**src/common/saf_pkg.sv**
```systemverilog
package saf_pkg;
  // ---------------------------------------------------------------
  // timing
  // ---------------------------------------------------------------
  localparam int CLK_HZ            = 50_000_000;
  localparam int CONV_CYCLES       = 2;
  localparam int SCLK_PERIOD_MCLK  = 1;
  localparam int SEN_HIGH_MIN_MCLK = 3;
  localparam int SCLK_HALF_DEF     = 4;
  localparam int REF_DELAY_MIN     = 1;
  localparam int REF_DELAY_MAX     = 4;
  // ---------------------------------------------------------------
  // device configuration registers
  // ---------------------------------------------------------------
  localparam int         REG_COUNT       = 11;
  localparam logic [3:0] REG_SAMPLE_MODE = 4'h0;
  localparam logic [3:0] REG_COLOR_MODE  = 4'h7;
  localparam logic [3:0] REG_TEST1       = 4'h9;
  localparam logic [7:0] SAMPLE_MODE_RST = 8'h62;
  localparam logic [7:0] TEST1_RST       = 8'h10;
  localparam logic [7:0] OTHER_RST       = 8'h00;
  localparam int         BIT_DBL_SAMPLE  = 5;
  localparam int         BIT_POLARITY    = 4;
  localparam int         REF_SEL_LO      = 1;
  localparam int         REF_SEL_HI      = 2;
  // ---------------------------------------------------------------
  // serial frame
  // ---------------------------------------------------------------
  localparam int FRAME_BITS = 13;
  localparam int FRAME_RW   = 12;
  localparam int READ_BITS  = 8;
  localparam int RESULT_W   = 16;
  localparam int BYTE_W     = 8;
  // ---------------------------------------------------------------
  // controller registers (axi4-lite byte addresses)
  // ---------------------------------------------------------------
  localparam logic [7:0]  ADDR_CTRL   = 8'h00;
  localparam logic [7:0]  ADDR_DIV    = 8'h04;
  localparam logic [7:0]  ADDR_SER    = 8'h08;
  localparam logic [7:0]  ADDR_STAT   = 8'h0C;
  localparam logic [7:0]  ADDR_PIXEL  = 8'h10;
  localparam int          CTRL_RUN    = 0;
  localparam int          CTRL_CLAMP  = 1;
  localparam logic [7:0]  DIV_RST     = 8'h06;
  localparam logic [7:0]  DIV_MIN     = 8'h02;
  localparam logic [1:0]  RESP_OKAY   = 2'h0;
  localparam logic [1:0]  RESP_SLVERR = 2'h2;

  typedef logic [RESULT_W-1:0] saf_word_t;

  function automatic logic [7:0] saf_reg_rst(input int idx);
    if (idx == int'(REG_SAMPLE_MODE)) begin
      return SAMPLE_MODE_RST;
    end
    if (idx == int'(REG_TEST1)) begin
      return TEST1_RST;
    end
    return OTHER_RST;
  endfunction : saf_reg_rst
endpackage : saf_pkg

```
**src/common/saf_link_if.sv**
```systemverilog
`timescale 1ns/1ps
interface saf_link_if;
  logic       sample_strobe;
  logic       clamp_strobe;
  logic       shift_clock;
  logic       shift_enable_n;
  logic       serial_in;
  logic       serial_out;
  logic [7:0] pixel_byte_bus;
  logic       pixel_byte_valid;
  logic       pixel_byte_high;

  modport dev (
    input  sample_strobe, clamp_strobe, shift_clock, shift_enable_n, serial_in,
    output serial_out, pixel_byte_bus, pixel_byte_valid, pixel_byte_high
  );
  modport ctl (
    output sample_strobe, clamp_strobe, shift_clock, shift_enable_n, serial_in,
    input  serial_out, pixel_byte_bus, pixel_byte_valid, pixel_byte_high
  );
endinterface : saf_link_if

```
**src/verilog/saf_afe_ctl.sv**
```systemverilog
`timescale 1ns/1ps
module saf_afe_ctl #(
  parameter int SCLK_HALF = saf_pkg::SCLK_HALF_DEF,
  parameter int SEN_GAP   = saf_pkg::SEN_HIGH_MIN_MCLK
) (
  input  wire logic        clock_i,
  input  wire logic        rst_i,
  saf_link_if.ctl          link,
  input  wire logic [7:0]  s_axi_awaddr_i,
  input  wire logic        s_axi_awvalid_i,
  output logic             s_axi_awready_o,
  input  wire logic [31:0] s_axi_wdata_i,
  input  wire logic [3:0]  s_axi_wstrb_i,
  input  wire logic        s_axi_wvalid_i,
  output logic             s_axi_wready_o,
  output logic [1:0]       s_axi_bresp_o,
  output logic             s_axi_bvalid_o,
  input  wire logic        s_axi_bready_i,
  input  wire logic [7:0]  s_axi_araddr_i,
  input  wire logic        s_axi_arvalid_i,
  output logic             s_axi_arready_o,
  output logic [31:0]      s_axi_rdata_o,
  output logic [1:0]       s_axi_rresp_o,
  output logic             s_axi_rvalid_o,
  input  wire logic        s_axi_rready_i
);
  import saf_pkg::*;

  typedef enum logic [1:0] {SER_IDLE, SER_LOW, SER_GAP} saf_ser_t;

  // ---------------------------------------------------------------
  // axi4-lite slave
  // ---------------------------------------------------------------
  logic [7:0]  aw_addr;
  logic [31:0] w_data;
  logic        aw_held;
  logic        w_held;
  logic        do_wr;
  logic [1:0]  ctrl;
  logic [7:0]  pix_div;
  logic [12:0] frame;
  logic        busy;
  logic [7:0]  rd_data;
  saf_word_t   pixel_word;
  logic [15:0] pixel_count;

  assign s_axi_awready_o = ~aw_held & ~s_axi_bvalid_o;
  assign s_axi_wready_o  = ~w_held & ~s_axi_bvalid_o;
  assign s_axi_arready_o = ~s_axi_rvalid_o;
  assign do_wr = aw_held & w_held & ~s_axi_bvalid_o;

  function automatic logic mapped(input logic [7:0] a);
    return a == ADDR_CTRL || a == ADDR_DIV || a == ADDR_SER ||
           a == ADDR_STAT || a == ADDR_PIXEL;
  endfunction : mapped

  always_ff @(posedge clock_i) begin
    if (rst_i) begin
      aw_held        <= 1'b0;
      w_held         <= 1'b0;
      aw_addr        <= 8'h00;
      w_data         <= 32'h0000_0000;
      s_axi_bvalid_o <= 1'b0;
      s_axi_bresp_o  <= RESP_OKAY;
    end else begin
      if (s_axi_awvalid_i && s_axi_awready_o) begin
        aw_held <= 1'b1;
        aw_addr <= s_axi_awaddr_i;
      end
      if (s_axi_wvalid_i && s_axi_wready_o) begin
        w_held <= 1'b1;
        w_data <= s_axi_wdata_i;
      end
      if (do_wr) begin
        aw_held        <= 1'b0;
        w_held         <= 1'b0;
        s_axi_bvalid_o <= 1'b1;
        s_axi_bresp_o  <= mapped(aw_addr) ? RESP_OKAY : RESP_SLVERR;
      end else if (s_axi_bvalid_o && s_axi_bready_i) begin
        s_axi_bvalid_o <= 1'b0;
      end
    end
  end

  // only byte lane 0 carries control and divider bits
  always_ff @(posedge clock_i) begin
    if (rst_i) begin
      ctrl    <= 2'h0;
      pix_div <= DIV_RST;
    end else if (do_wr && s_axi_wstrb_i[0]) begin
      if (aw_addr == ADDR_CTRL) begin
        ctrl <= w_data[1:0];
      end
      if (aw_addr == ADDR_DIV) begin
        pix_div <= (w_data[7:0] < DIV_MIN) ? DIV_MIN : w_data[7:0];
      end
    end
  end

  always_ff @(posedge clock_i) begin
    if (rst_i) begin
      s_axi_rvalid_o <= 1'b0;
      s_axi_rdata_o  <= 32'h0000_0000;
      s_axi_rresp_o  <= RESP_OKAY;
    end else if (s_axi_arvalid_i && s_axi_arready_o) begin
      s_axi_rvalid_o <= 1'b1;
      s_axi_rresp_o  <= mapped(s_axi_araddr_i) ? RESP_OKAY : RESP_SLVERR;
      unique case (s_axi_araddr_i)
        ADDR_CTRL:  s_axi_rdata_o <= {30'h0, ctrl};
        ADDR_DIV:   s_axi_rdata_o <= {24'h00_0000, pix_div};
        ADDR_SER:   s_axi_rdata_o <= {19'h0_0000, frame};
        ADDR_STAT:  s_axi_rdata_o <= {pixel_count, rd_data, 7'h00, busy};
        ADDR_PIXEL: s_axi_rdata_o <= {16'h0000, pixel_word};
        default:    s_axi_rdata_o <= 32'h0000_0000;
      endcase
    end else if (s_axi_rvalid_o && s_axi_rready_i) begin
      s_axi_rvalid_o <= 1'b0;
    end
  end

  // ---------------------------------------------------------------
  // sample strobe timing
  // ---------------------------------------------------------------
  logic [7:0] div_cnt;

  always_ff @(posedge clock_i) begin
    if (rst_i || !ctrl[CTRL_RUN]) begin
      div_cnt            <= 8'h00;
      link.sample_strobe <= 1'b0;
      link.clamp_strobe  <= 1'b0;
    end else begin
      div_cnt            <= (div_cnt >= pix_div - 8'h01) ? 8'h00 : div_cnt + 8'h01;
      link.sample_strobe <= (div_cnt == 8'h00);
      link.clamp_strobe  <= (div_cnt == 8'h00) & ctrl[CTRL_CLAMP];
    end
  end

  // ---------------------------------------------------------------
  // serial port
  // ---------------------------------------------------------------
  saf_ser_t   st;
  logic [7:0] half_cnt;
  logic [3:0] bit_idx;
  logic       second;
  logic [7:0] rd_shift;
  logic       half_end;

  assign busy     = (st != SER_IDLE);
  assign half_end = (half_cnt == 8'(SCLK_HALF - 1));

  always_ff @(posedge clock_i) begin
    if (rst_i) begin
      frame <= 13'h0000;
    end else if (do_wr && aw_addr == ADDR_SER && !busy && s_axi_wstrb_i[1:0] == 2'h3) begin
      frame <= w_data[12:0];
    end
  end

  always_ff @(posedge clock_i) begin
    if (rst_i) begin
      st                  <= SER_IDLE;
      half_cnt            <= 8'h00;
      bit_idx             <= 4'h0;
      second              <= 1'b0;
      rd_shift            <= 8'h00;
      rd_data             <= 8'h00;
      link.shift_clock    <= 1'b0;
      link.shift_enable_n <= 1'b1;
      link.serial_in      <= 1'b0;
    end else begin
      unique case (st)
        SER_IDLE: begin
          if (do_wr && aw_addr == ADDR_SER && s_axi_wstrb_i[1:0] == 2'h3) begin
            st                  <= SER_LOW;
            second              <= 1'b0;
            bit_idx             <= 4'h0;
            half_cnt            <= 8'h00;
            link.shift_enable_n <= 1'b0;
            link.serial_in      <= w_data[FRAME_RW];
          end
        end
        SER_LOW: begin
          half_cnt <= half_end ? 8'h00 : half_cnt + 8'h01;
          if (half_end && !link.shift_clock) begin
            link.shift_clock <= 1'b1;
            if (second && bit_idx >= 4'h1 && bit_idx <= 4'(READ_BITS)) begin
              rd_shift <= {rd_shift[6:0], link.serial_out};
            end
          end else if (half_end) begin
            link.shift_clock <= 1'b0;
            if (bit_idx == 4'(FRAME_BITS - 1)) begin
              st                  <= SER_GAP;
              link.shift_enable_n <= 1'b1;
            end else begin
              bit_idx        <= bit_idx + 4'h1;
              link.serial_in <= frame[4'(FRAME_RW - 1) - bit_idx];
            end
          end
        end
        SER_GAP: begin
          half_cnt <= half_cnt + 8'h01;
          if (half_cnt >= 8'(SEN_GAP - 1)) begin
            half_cnt <= 8'h00;
            if (frame[FRAME_RW] && !second) begin
              st                  <= SER_LOW;
              second              <= 1'b1;
              bit_idx             <= 4'h0;
              link.shift_enable_n <= 1'b0;
              link.serial_in      <= frame[FRAME_RW];
            end else begin
              st <= SER_IDLE;
              if (second) begin
                rd_data <= rd_shift;
              end
            end
          end
        end
      endcase
    end
  end

  // ---------------------------------------------------------------
  // pixel reassembly
  // ---------------------------------------------------------------
  logic [7:0] hi_byte;

  always_ff @(posedge clock_i) begin
    if (rst_i) begin
      hi_byte     <= 8'h00;
      pixel_word  <= '0;
      pixel_count <= 16'h0000;
    end else if (link.pixel_byte_valid && link.pixel_byte_high) begin
      hi_byte <= link.pixel_byte_bus;
    end else if (link.pixel_byte_valid) begin
      pixel_word  <= {hi_byte, link.pixel_byte_bus};
      pixel_count <= pixel_count + 16'h0001;
    end
  end
endmodule : saf_afe_ctl

```
**src/flat_wrapper.sv**
```systemverilog
// flat-port wrapper written by rule: the top's interface ports become plain ports
module saf_afe_ctl_flat import saf_pkg::*;
#(
  parameter int SCLK_HALF = saf_pkg::SCLK_HALF_DEF,
  parameter int SEN_GAP   = saf_pkg::SEN_HIGH_MIN_MCLK
)
  (clock_i, rst_i, s_axi_awaddr_i, s_axi_awvalid_i, s_axi_awready_o, s_axi_wdata_i, s_axi_wstrb_i, s_axi_wvalid_i, s_axi_wready_o, s_axi_bresp_o, s_axi_bvalid_o, s_axi_bready_i, s_axi_araddr_i, s_axi_arvalid_i, s_axi_arready_o, s_axi_rdata_o, s_axi_rresp_o, s_axi_rvalid_o, s_axi_rready_i, link_sample_strobe, link_clamp_strobe, link_shift_clock, link_shift_enable_n, link_serial_in, link_serial_out, link_pixel_byte_bus, link_pixel_byte_valid, link_pixel_byte_high);
  saf_link_if link_i ();
  input  wire logic clock_i;
  input  wire logic rst_i;
  input  wire logic [7:0] s_axi_awaddr_i;
  input  wire logic s_axi_awvalid_i;
  output logic s_axi_awready_o;
  input  wire logic [31:0] s_axi_wdata_i;
  input  wire logic [3:0] s_axi_wstrb_i;
  input  wire logic s_axi_wvalid_i;
  output logic s_axi_wready_o;
  output logic [1:0] s_axi_bresp_o;
  output logic s_axi_bvalid_o;
  input  wire logic s_axi_bready_i;
  input  wire logic [7:0] s_axi_araddr_i;
  input  wire logic s_axi_arvalid_i;
  output logic s_axi_arready_o;
  output logic [31:0] s_axi_rdata_o;
  output logic [1:0] s_axi_rresp_o;
  output logic s_axi_rvalid_o;
  input  wire logic s_axi_rready_i;
  output wire logic [$bits(link_i.sample_strobe)-1:0] link_sample_strobe;
  output wire logic [$bits(link_i.clamp_strobe)-1:0] link_clamp_strobe;
  output wire logic [$bits(link_i.shift_clock)-1:0] link_shift_clock;
  output wire logic [$bits(link_i.shift_enable_n)-1:0] link_shift_enable_n;
  output wire logic [$bits(link_i.serial_in)-1:0] link_serial_in;
  input wire logic [$bits(link_i.serial_out)-1:0] link_serial_out;
  input wire logic [$bits(link_i.pixel_byte_bus)-1:0] link_pixel_byte_bus;
  input wire logic [$bits(link_i.pixel_byte_valid)-1:0] link_pixel_byte_valid;
  input wire logic [$bits(link_i.pixel_byte_high)-1:0] link_pixel_byte_high;
  assign link_sample_strobe = link_i.sample_strobe;
  assign link_clamp_strobe = link_i.clamp_strobe;
  assign link_shift_clock = link_i.shift_clock;
  assign link_shift_enable_n = link_i.shift_enable_n;
  assign link_serial_in = link_i.serial_in;
  assign link_i.serial_out = link_serial_out;
  assign link_i.pixel_byte_bus = link_pixel_byte_bus;
  assign link_i.pixel_byte_valid = link_pixel_byte_valid;
  assign link_i.pixel_byte_high = link_pixel_byte_high;
  saf_afe_ctl #(.SCLK_HALF(SCLK_HALF), .SEN_GAP(SEN_GAP)) u_core (.clock_i(clock_i), .rst_i(rst_i), .link(link_i), .s_axi_awaddr_i(s_axi_awaddr_i), .s_axi_awvalid_i(s_axi_awvalid_i), .s_axi_awready_o(s_axi_awready_o), .s_axi_wdata_i(s_axi_wdata_i), .s_axi_wstrb_i(s_axi_wstrb_i), .s_axi_wvalid_i(s_axi_wvalid_i), .s_axi_wready_o(s_axi_wready_o), .s_axi_bresp_o(s_axi_bresp_o), .s_axi_bvalid_o(s_axi_bvalid_o), .s_axi_bready_i(s_axi_bready_i), .s_axi_araddr_i(s_axi_araddr_i), .s_axi_arvalid_i(s_axi_arvalid_i), .s_axi_arready_o(s_axi_arready_o), .s_axi_rdata_o(s_axi_rdata_o), .s_axi_rresp_o(s_axi_rresp_o), .s_axi_rvalid_o(s_axi_rvalid_o), .s_axi_rready_i(s_axi_rready_i));
endmodule
```
**config.mk**
```make
export PLATFORM = sky130hd
export DESIGN_NAME = saf_afe_ctl_flat
export DESIGN_NICKNAME = d
export VERILOG_FILES = /design/src/common/saf_pkg.sv /design/src/common/saf_link_if.sv /design/src/verilog/saf_afe_ctl.sv /design/src/flat_wrapper.sv
export SDC_FILE = /design/constraint.sdc
export NUM_CORES = 1
export LEC_CHECK = 0
export ABC_AREA = 1
export BUFFER_PORTS_ARGS = -buffer_cell sky130_fd_sc_hd__buf_4
export CAP_MARGIN = 15
export CORE_ASPECT_RATIO = 0.5
export CORE_MARGIN = 3
export CORE_UTILIZATION = 42
export CTS_BUF_LIST = sky130_fd_sc_hd__clkbuf_16
export DETAILED_ROUTE_END_ITERATION = 10
export GPL_ROUTABILITY_DRIVEN = 0
export GPL_TIMING_DRIVEN = 0
export PLACE_DENSITY = 0.65
export RECOVER_POWER = 100
export SLEW_MARGIN = 20
export SYNTH_ARGS = -nofsm -noshare
export SYNTH_HDL_FRONTEND = slang
export SYNTH_SLANG_ARGS = --single-unit
```
**constraint.sdc**
```tcl
create_clock -name clock_i -period 3 [get_ports clock_i]
set_input_delay 0.6 -clock clock_i [delete_from_list [all_inputs] [get_ports clock_i]]
set_output_delay 0.6 -clock clock_i [all_outputs]
set_load 0.03 [all_outputs]
```
Yosys cells after proc, flatten, opt, wreduce, memory -nomap -nowiden
Cells that the tools add are included.
{"block": "op_classes", "add_sub_neg": 6, "n_lt_le_gt_ge": 6, "n_eq_ne": 20, "muxes": 47, "n_bitwise": 11, "reduce_logical": 49}
{"operator": "$pmux 32 s5", "n": 1}
{"operator": "$eq 8x4->1 const B", "n": 4}
{"operator": "$mux 8", "n": 4}
{"operator": "$logic_not 8->1", "n": 3}
{"operator": "$mux 4", "n": 6}
{"operator": "$pmux 8 s3", "n": 1}
{"operator": "$mux 1", "n": 22}
{"operator": "$add 16x1->16 const B", "n": 1}
{"operator": "$add 8x1->8 const B", "n": 2}
{"operator": "$eq 8x3->1 const B", "n": 2}
{"operator": "$eq 8x5->1 const B", "n": 2}
{"operator": "$logic_and 1x1->1", "n": 15}
{"operator": "$mux 2", "n": 7}
{"operator": "$pmux 4 s3", "n": 1}
{"operator": "$reduce_and 6->1", "n": 2}
{"operator": "$ne 2x1->1 const B", "n": 5}
{"operator": "$reduce_bool 2->1", "n": 5}
{"operator": "$logic_or 1x1->1", "n": 9}
{"operator": "$eq 8x2->1 const B", "n": 1}
{"operator": "$ge 8x2->1 const B", "n": 1}
{"operator": "$ge 8x8->1", "n": 1}
{"operator": "$lt 8x2->1 const B", "n": 1}
{"operator": "$reduce_and 2->1", "n": 4}
{"operator": "$reduce_and 4->1", "n": 2}
{"operator": "21 further kinds", "n": 37}
{"block": "totals", "regBits": 168, "out_inout_bits": 46, "word_cells": 166}

Logic depth before layout (Yosys ltp)
{"block": "logic_depth", "word_depth": 7, "ltp_mapped": 12, "depth_no_buf": 12}

Worst setup path before layout
OpenSTA, ideal clock, no wires.
{"block": "synth_timing", "path_type": "register -> register", "startpoint": "register u_core.pix_div[2]", "endpoint": "register u_core.div_cnt[7]", "t_arrival_ns": 2.027, "path_slack_ns": 0.905, "path_stages_with_launch": 12, "path_buffers": 0, "period_less_slack_ns": 2.095, "cell_sequence": "dfxtp_1 nor2_1 nand2_1 or3_1 nor3_1 xnor2_1 ha_1 nand2_1 nor2_1 a211oi_1 nand4_1 nor2_1"}
{"block": "synth_between", "elab_chain_len": 3}
{"element": "start, declared", "line_no": "saf_afe_ctl.sv:40", "text": "logic [7:0] pix_div;"}
{"element": "start signal, assigned", "line_no": "saf_afe_ctl.sv:95", "text": "pix_div <= (w_data[7:0] < DIV_MIN) ? DIV_MIN : w_data[7:0];"}
{"element": "$sub 8x1->8", "line_no": "saf_afe_ctl.sv:132", "text": "div_cnt <= (div_cnt >= pix_div - 8'h01) ? 8'h00 : div_cnt + 8'h01;"}
{"element": "$ge 8x8->1", "line_no": "saf_afe_ctl.sv:132"}
{"element": "$reduce_or 2->1 (no source line)"}
{"element": "end signal, assigned", "line_no": "saf_afe_ctl.sv:132"}
{"element": "end, declared", "line_no": "saf_afe_ctl.sv:124", "text": "logic [7:0] div_cnt;"}
No other way between the ends.
A chain may end at the register's enable or synchronous reset.

Worst setup path after layout
{"block": "layout_timing", "startpoint": "register u_core.bit_idx[0]", "endpoint": "register u_core.rd_shift[2]"}
{"block": "layout_between", "elab_chain_len": 4, "elab_cells_between_ends": 5, "classes_between": "order compare (2); reduce/logical (3)"}
{"element": "start, declared", "line_no": "saf_afe_ctl.sv:143", "text": "logic [3:0] bit_idx;"}
{"element": "start signal, assigned", "line_no": "saf_afe_ctl.sv:195", "text": "bit_idx <= bit_idx + 4'h1;"}
{"element": "$ge 4x1->1", "line_no": "saf_afe_ctl.sv:186", "text": "if (second && bit_idx >= 4'h1 && bit_idx <= 4'(READ_BITS)) begin"}
{"element": "$logic_and 1x1->1", "line_no": "saf_afe_ctl.sv:186"}
{"element": "$logic_and 1x1->1 *", "line_no": "saf_afe_ctl.sv:186"}
{"element": "$reduce_and 3->1 (no source line) *"}
{"element": "end signal, assigned", "line_no": "saf_afe_ctl.sv:187", "text": "rd_shift <= {rd_shift[6:0], link.serial_out};"}
{"element": "end, declared", "line_no": "saf_afe_ctl.sv:145", "text": "logic [7:0] rd_shift;"}
Mark *: on every way between the ends. The rest lies on a longest branch, timed or not.

==> out/summary.txt <==
Overflow after GRT -> 0
WP buf/inv -> 4
Top post-synthesis cells by area -> dfxtp_1 44%, nand2_1 8.1%, nor2_1 8.1%, a21oi_1 5.9%, o21ai_0 5.8%
Clk network pwr share -> 0.450
GRT Resource Usage Total -> 0.213
Fin Setup TNS -> 0 ns
Crit path max fanout -> 9
Critical R2R Launch -> u_core.bit_idx[0]
Seq cells post-synth -> 166
Top sig layer -> met4
Root Buffer -> clkbuf_16
Core area -> 0.0169 mm^2
Fraction of layout cells with a size suffix above 1 -> 0.0958
Min Clock Period, post-route -> 2.63 ns
Max Clk Rate -> 0.380 GHz
Pin count of the biggest net entering global routing -> 17
Setup bufs post-CTS -> 0
Post-CTS Hold Buffers -> 0
Critical Path Start Type -> register
CTS tree -> done
Psw -> 1.29 mW
Area of the mapped netlist -> 0.00750 mm^2
Placed cells -> 1322
Clk slew on worst S/H paths -> 0.07 ns
Clock sink count -> 166
Vias in the first global route -> 6492
Vias -> 6896
Global-route wire length before repair -> 33.0 mm
Switch share -> 0.261
YS warnings -> 0
Crit path max-delay family -> buffers and inverters
R2R depth -> 11
Row count -> 33
Internal power -> 3.65 mW
WP data arrival -> 2.95 ns
Die Height -> 101 um
Sequential fraction of the synthesis area -> 0.443
Worst path cell trace -> clkbuf_1 -> inv_1 -> ha_1 -> inv_1 -> o21ai_0 -> nand2_1 -> nand2_1 -> nor2_1 -> inv_1 -> nor2_1 -> nor2_1
# diodes -> 0
Final Setup Violations -> 0
Final HPWL DP -> 15.7 mm
Inserted Clock Buffers -> 17
Routed wl met2 -> 8.97 mm
Hold Path End -> u_core.pixel_word[0]
Power per Cell Area -> 560 mW/mm^2
Metal-1 WL -> 9.88 mm
Antenna Nets Post-Route -> 0
Synth area leader -> dfxtp_1
Cells after synthesis -> 1004
Final design area excluding fillers -> 0.00881 mm^2
Clock Latency Late Sink -> 0.43 ns
Initial DRT Pass Iterations -> 6
Most instantiated library cell after synthesis -> dfxtp_1
Max_cap viols -> 0
Crit. End Element -> register
Crit share post-route -> 0.876
Die Width -> 195 um
Class of the worst hold path -> input port to register
Slowest CP cell -> nor2_1
Placed inst area -> 0.00847 mm^2
Slew Viols, Final -> 0
I/O pin count -> 116
Drt wl/cell -> 15.1 um
Setup Skew -> 0.0115 ns
Predominant post-synthesis flop cell -> dfxtp_1
Htree depth -> 4
Top cells by count, synth -> 166 x dfxtp_1, 162 x nand2_1, 161 x nor2_1
Critical path's largest stage delay -> 0.56 ns
Detailed Route Iter0 Violations -> 550
Distinct cells, synth -> 44
R2r setup slk -> 0.37 ns
Initial Utilization -> 0.443
WS Path Type -> register to register
Unrepaired setup endpoints after global routing -> no
Peak supply drop -> 0.429 mV
Fillers -> 1721
Area growth, synth to finish -> 17.4%
Ys async rst share -> 0
Post-synth top area share -> 0.443
Clock Path Buffers -> 2
Met3 WL post-DR -> 1.29 mm
Input/output buffers -> 90
Final count of hold timing violations -> 0
Die ar. -> 0.0196 mm^2
Gate power share -> 0.082
CP Data Required Time -> 3.32 ns
Count of cells resized by post-cts repair -> 0
R2R Path End -> u_core.rd_shift[2]
Status -> complete, no violations
DRC -> 0
Via/cell ratio -> 5.09
Hold_sp -> link_pixel_byte_bus[0]
Max-slew headroom -> 0.470
Final WL -> 20.5 mm
Finished Layout Cells -> 1354
Post-synth EDFFs -> 0
Syn Area/Cell -> 7.47 um^2
Initial antenna violation count -> 0
Leak -> 3.47 nW
Register share of total power -> 0.468
Slew @ Worst Pin -> 0.795 ns
Hold path depth -> 3
Layout Nets -> 1209
==> cell type report <==
type                    instances  area [um^2]  share of cell area
repair buffers                 90          514              0.0583
plain buffers                  41          175              0.0199
clock buffers                  17          425              0.0483
well taps                     227          284              0.0322
flip-flops and latches        166         3320               0.377
multi-input cells             701         3560               0.404
clock inverters                15          168              0.0190
inverters                      97          364              0.0413
==> power by group through the flow <==
| stage | clock [mW] | sequential, mW | combinational (mW) |
|---|---|---|---|
| floorplan | 0 | 2.36 | 0.255 |
| global placement | 0 | 2.36 | 0.409 |
| detailed placement | 0 | 2.36 | 0.416 |
| CTS | 2.25 | 2.31 | 0.418 |
| global route | 2.35 | 2.32 | 0.453 |
| finish | 2.22 | 2.31 | 0.403 |
==> layout by cell type, fill, tap and decap left out, drive strengths merged, types with 3 or more instances in the layout <==
cell type / count
a211oi: 14
xor2: 11
o21ai: 92
clkinv: 8
o21a: 3
nand2: 170
inv: 101
nor2: 176
ha: 25
dfxtp: 166
nor3: 19
nand3: 52
nand4: 10
o211ai: 16
buf: 52
xnor2: 6
a21oi: 92
clkbuf: 96
==> cells by family (layout without fill, tap and decap cells) <==
family / after synthesis / after routing / synth area share
fa+ha+maj: 25 / 25 / 0.0417
buf+inv: 138 / 260 / 0.0740
compound gates: 221 / 221 / 0.162
flops: 166 / 166 / 0.443
other cells: 1 / 2 / 0.000500
xor+xnor: 17 / 17 / 0.0198
simple gates: 436 / 436 / 0.259
==> routing by layer <==
| metal | up-vias | track usage |
|---|---|---|
| met3 | 22 | 0.0497 |
| met5 | - | 0 |
| met2 | 182 | 0.342 |
| met1 | 3182 | 0.291 |
| met4 | 0 | 0.0586 |
| li1 | 3510 | - |
==> worst register-to-register path, stage by stage (launching register included) <==
cell	delay, ns
dfxtp_1	0.37
clkbuf_1	0.34
inv_1	0.24
ha_1	0.25
inv_1	0.05
o21ai_0	0.07
nand2_1	0.06
nand2_1	0.04
nor2_1	0.56
inv_1	0.31
nor2_1	0.16
nor2_1	0.06
==> registers in the layout, indices dropped and copies added (netlist names), 2 cells and up <==
signal and count:
u_core.aw_addr 8, u_core.half_cnt 8, u_core.ctrl 2, u_core.pix_div 8, u_core.st 2, u_core.s_axi_rdata_o 32
u_core.rd_data 8, u_core.rd_shift 8, u_core.hi_byte 8, u_core.div_cnt 8, u_core.pixel_word 16, u_core.w_data 13
u_core.pixel_count 16, u_core.bit_idx 4, u_core.frame 13
==> worst max-delay path by stage <==
stage,start,endpoint,slack [ns],depth (start not counted)
after floorplan,u_core.pix_div[2],u_core.div_cnt[7],0.90,11
after CTS,u_core.pix_div[0],u_core.div_cnt[1],0.44,11
after detailed placement,u_core.pix_div[0],u_core.div_cnt[6],0.47,11
final,u_core.bit_idx[0],u_core.rd_shift[2],0.37,11
after global routing,u_core.bit_idx[0],u_core.rd_shift[0],0.15,11
after global placement,u_core.pix_div[0],u_core.div_cnt[7],0.53,11
==> metrics by stage <==
step / util / power [mW] / worst slack, ns / hold slack (ns)
CTS: 0.535 / 4.98 / 0.440 / 0.397
global placement: 0.500 / 2.77 / 0.529 / 0.428
global route: 0.521 / 5.12 / 0.151 / 0.423
finish: 0.521 / 4.94 / 0.371 / 0.405
floorplan: - / 2.61 / 0.905 / 0.417
detailed placement: 0.500 / 2.78 / 0.467 / 0.441
Power figures use the tool's default switching activity.
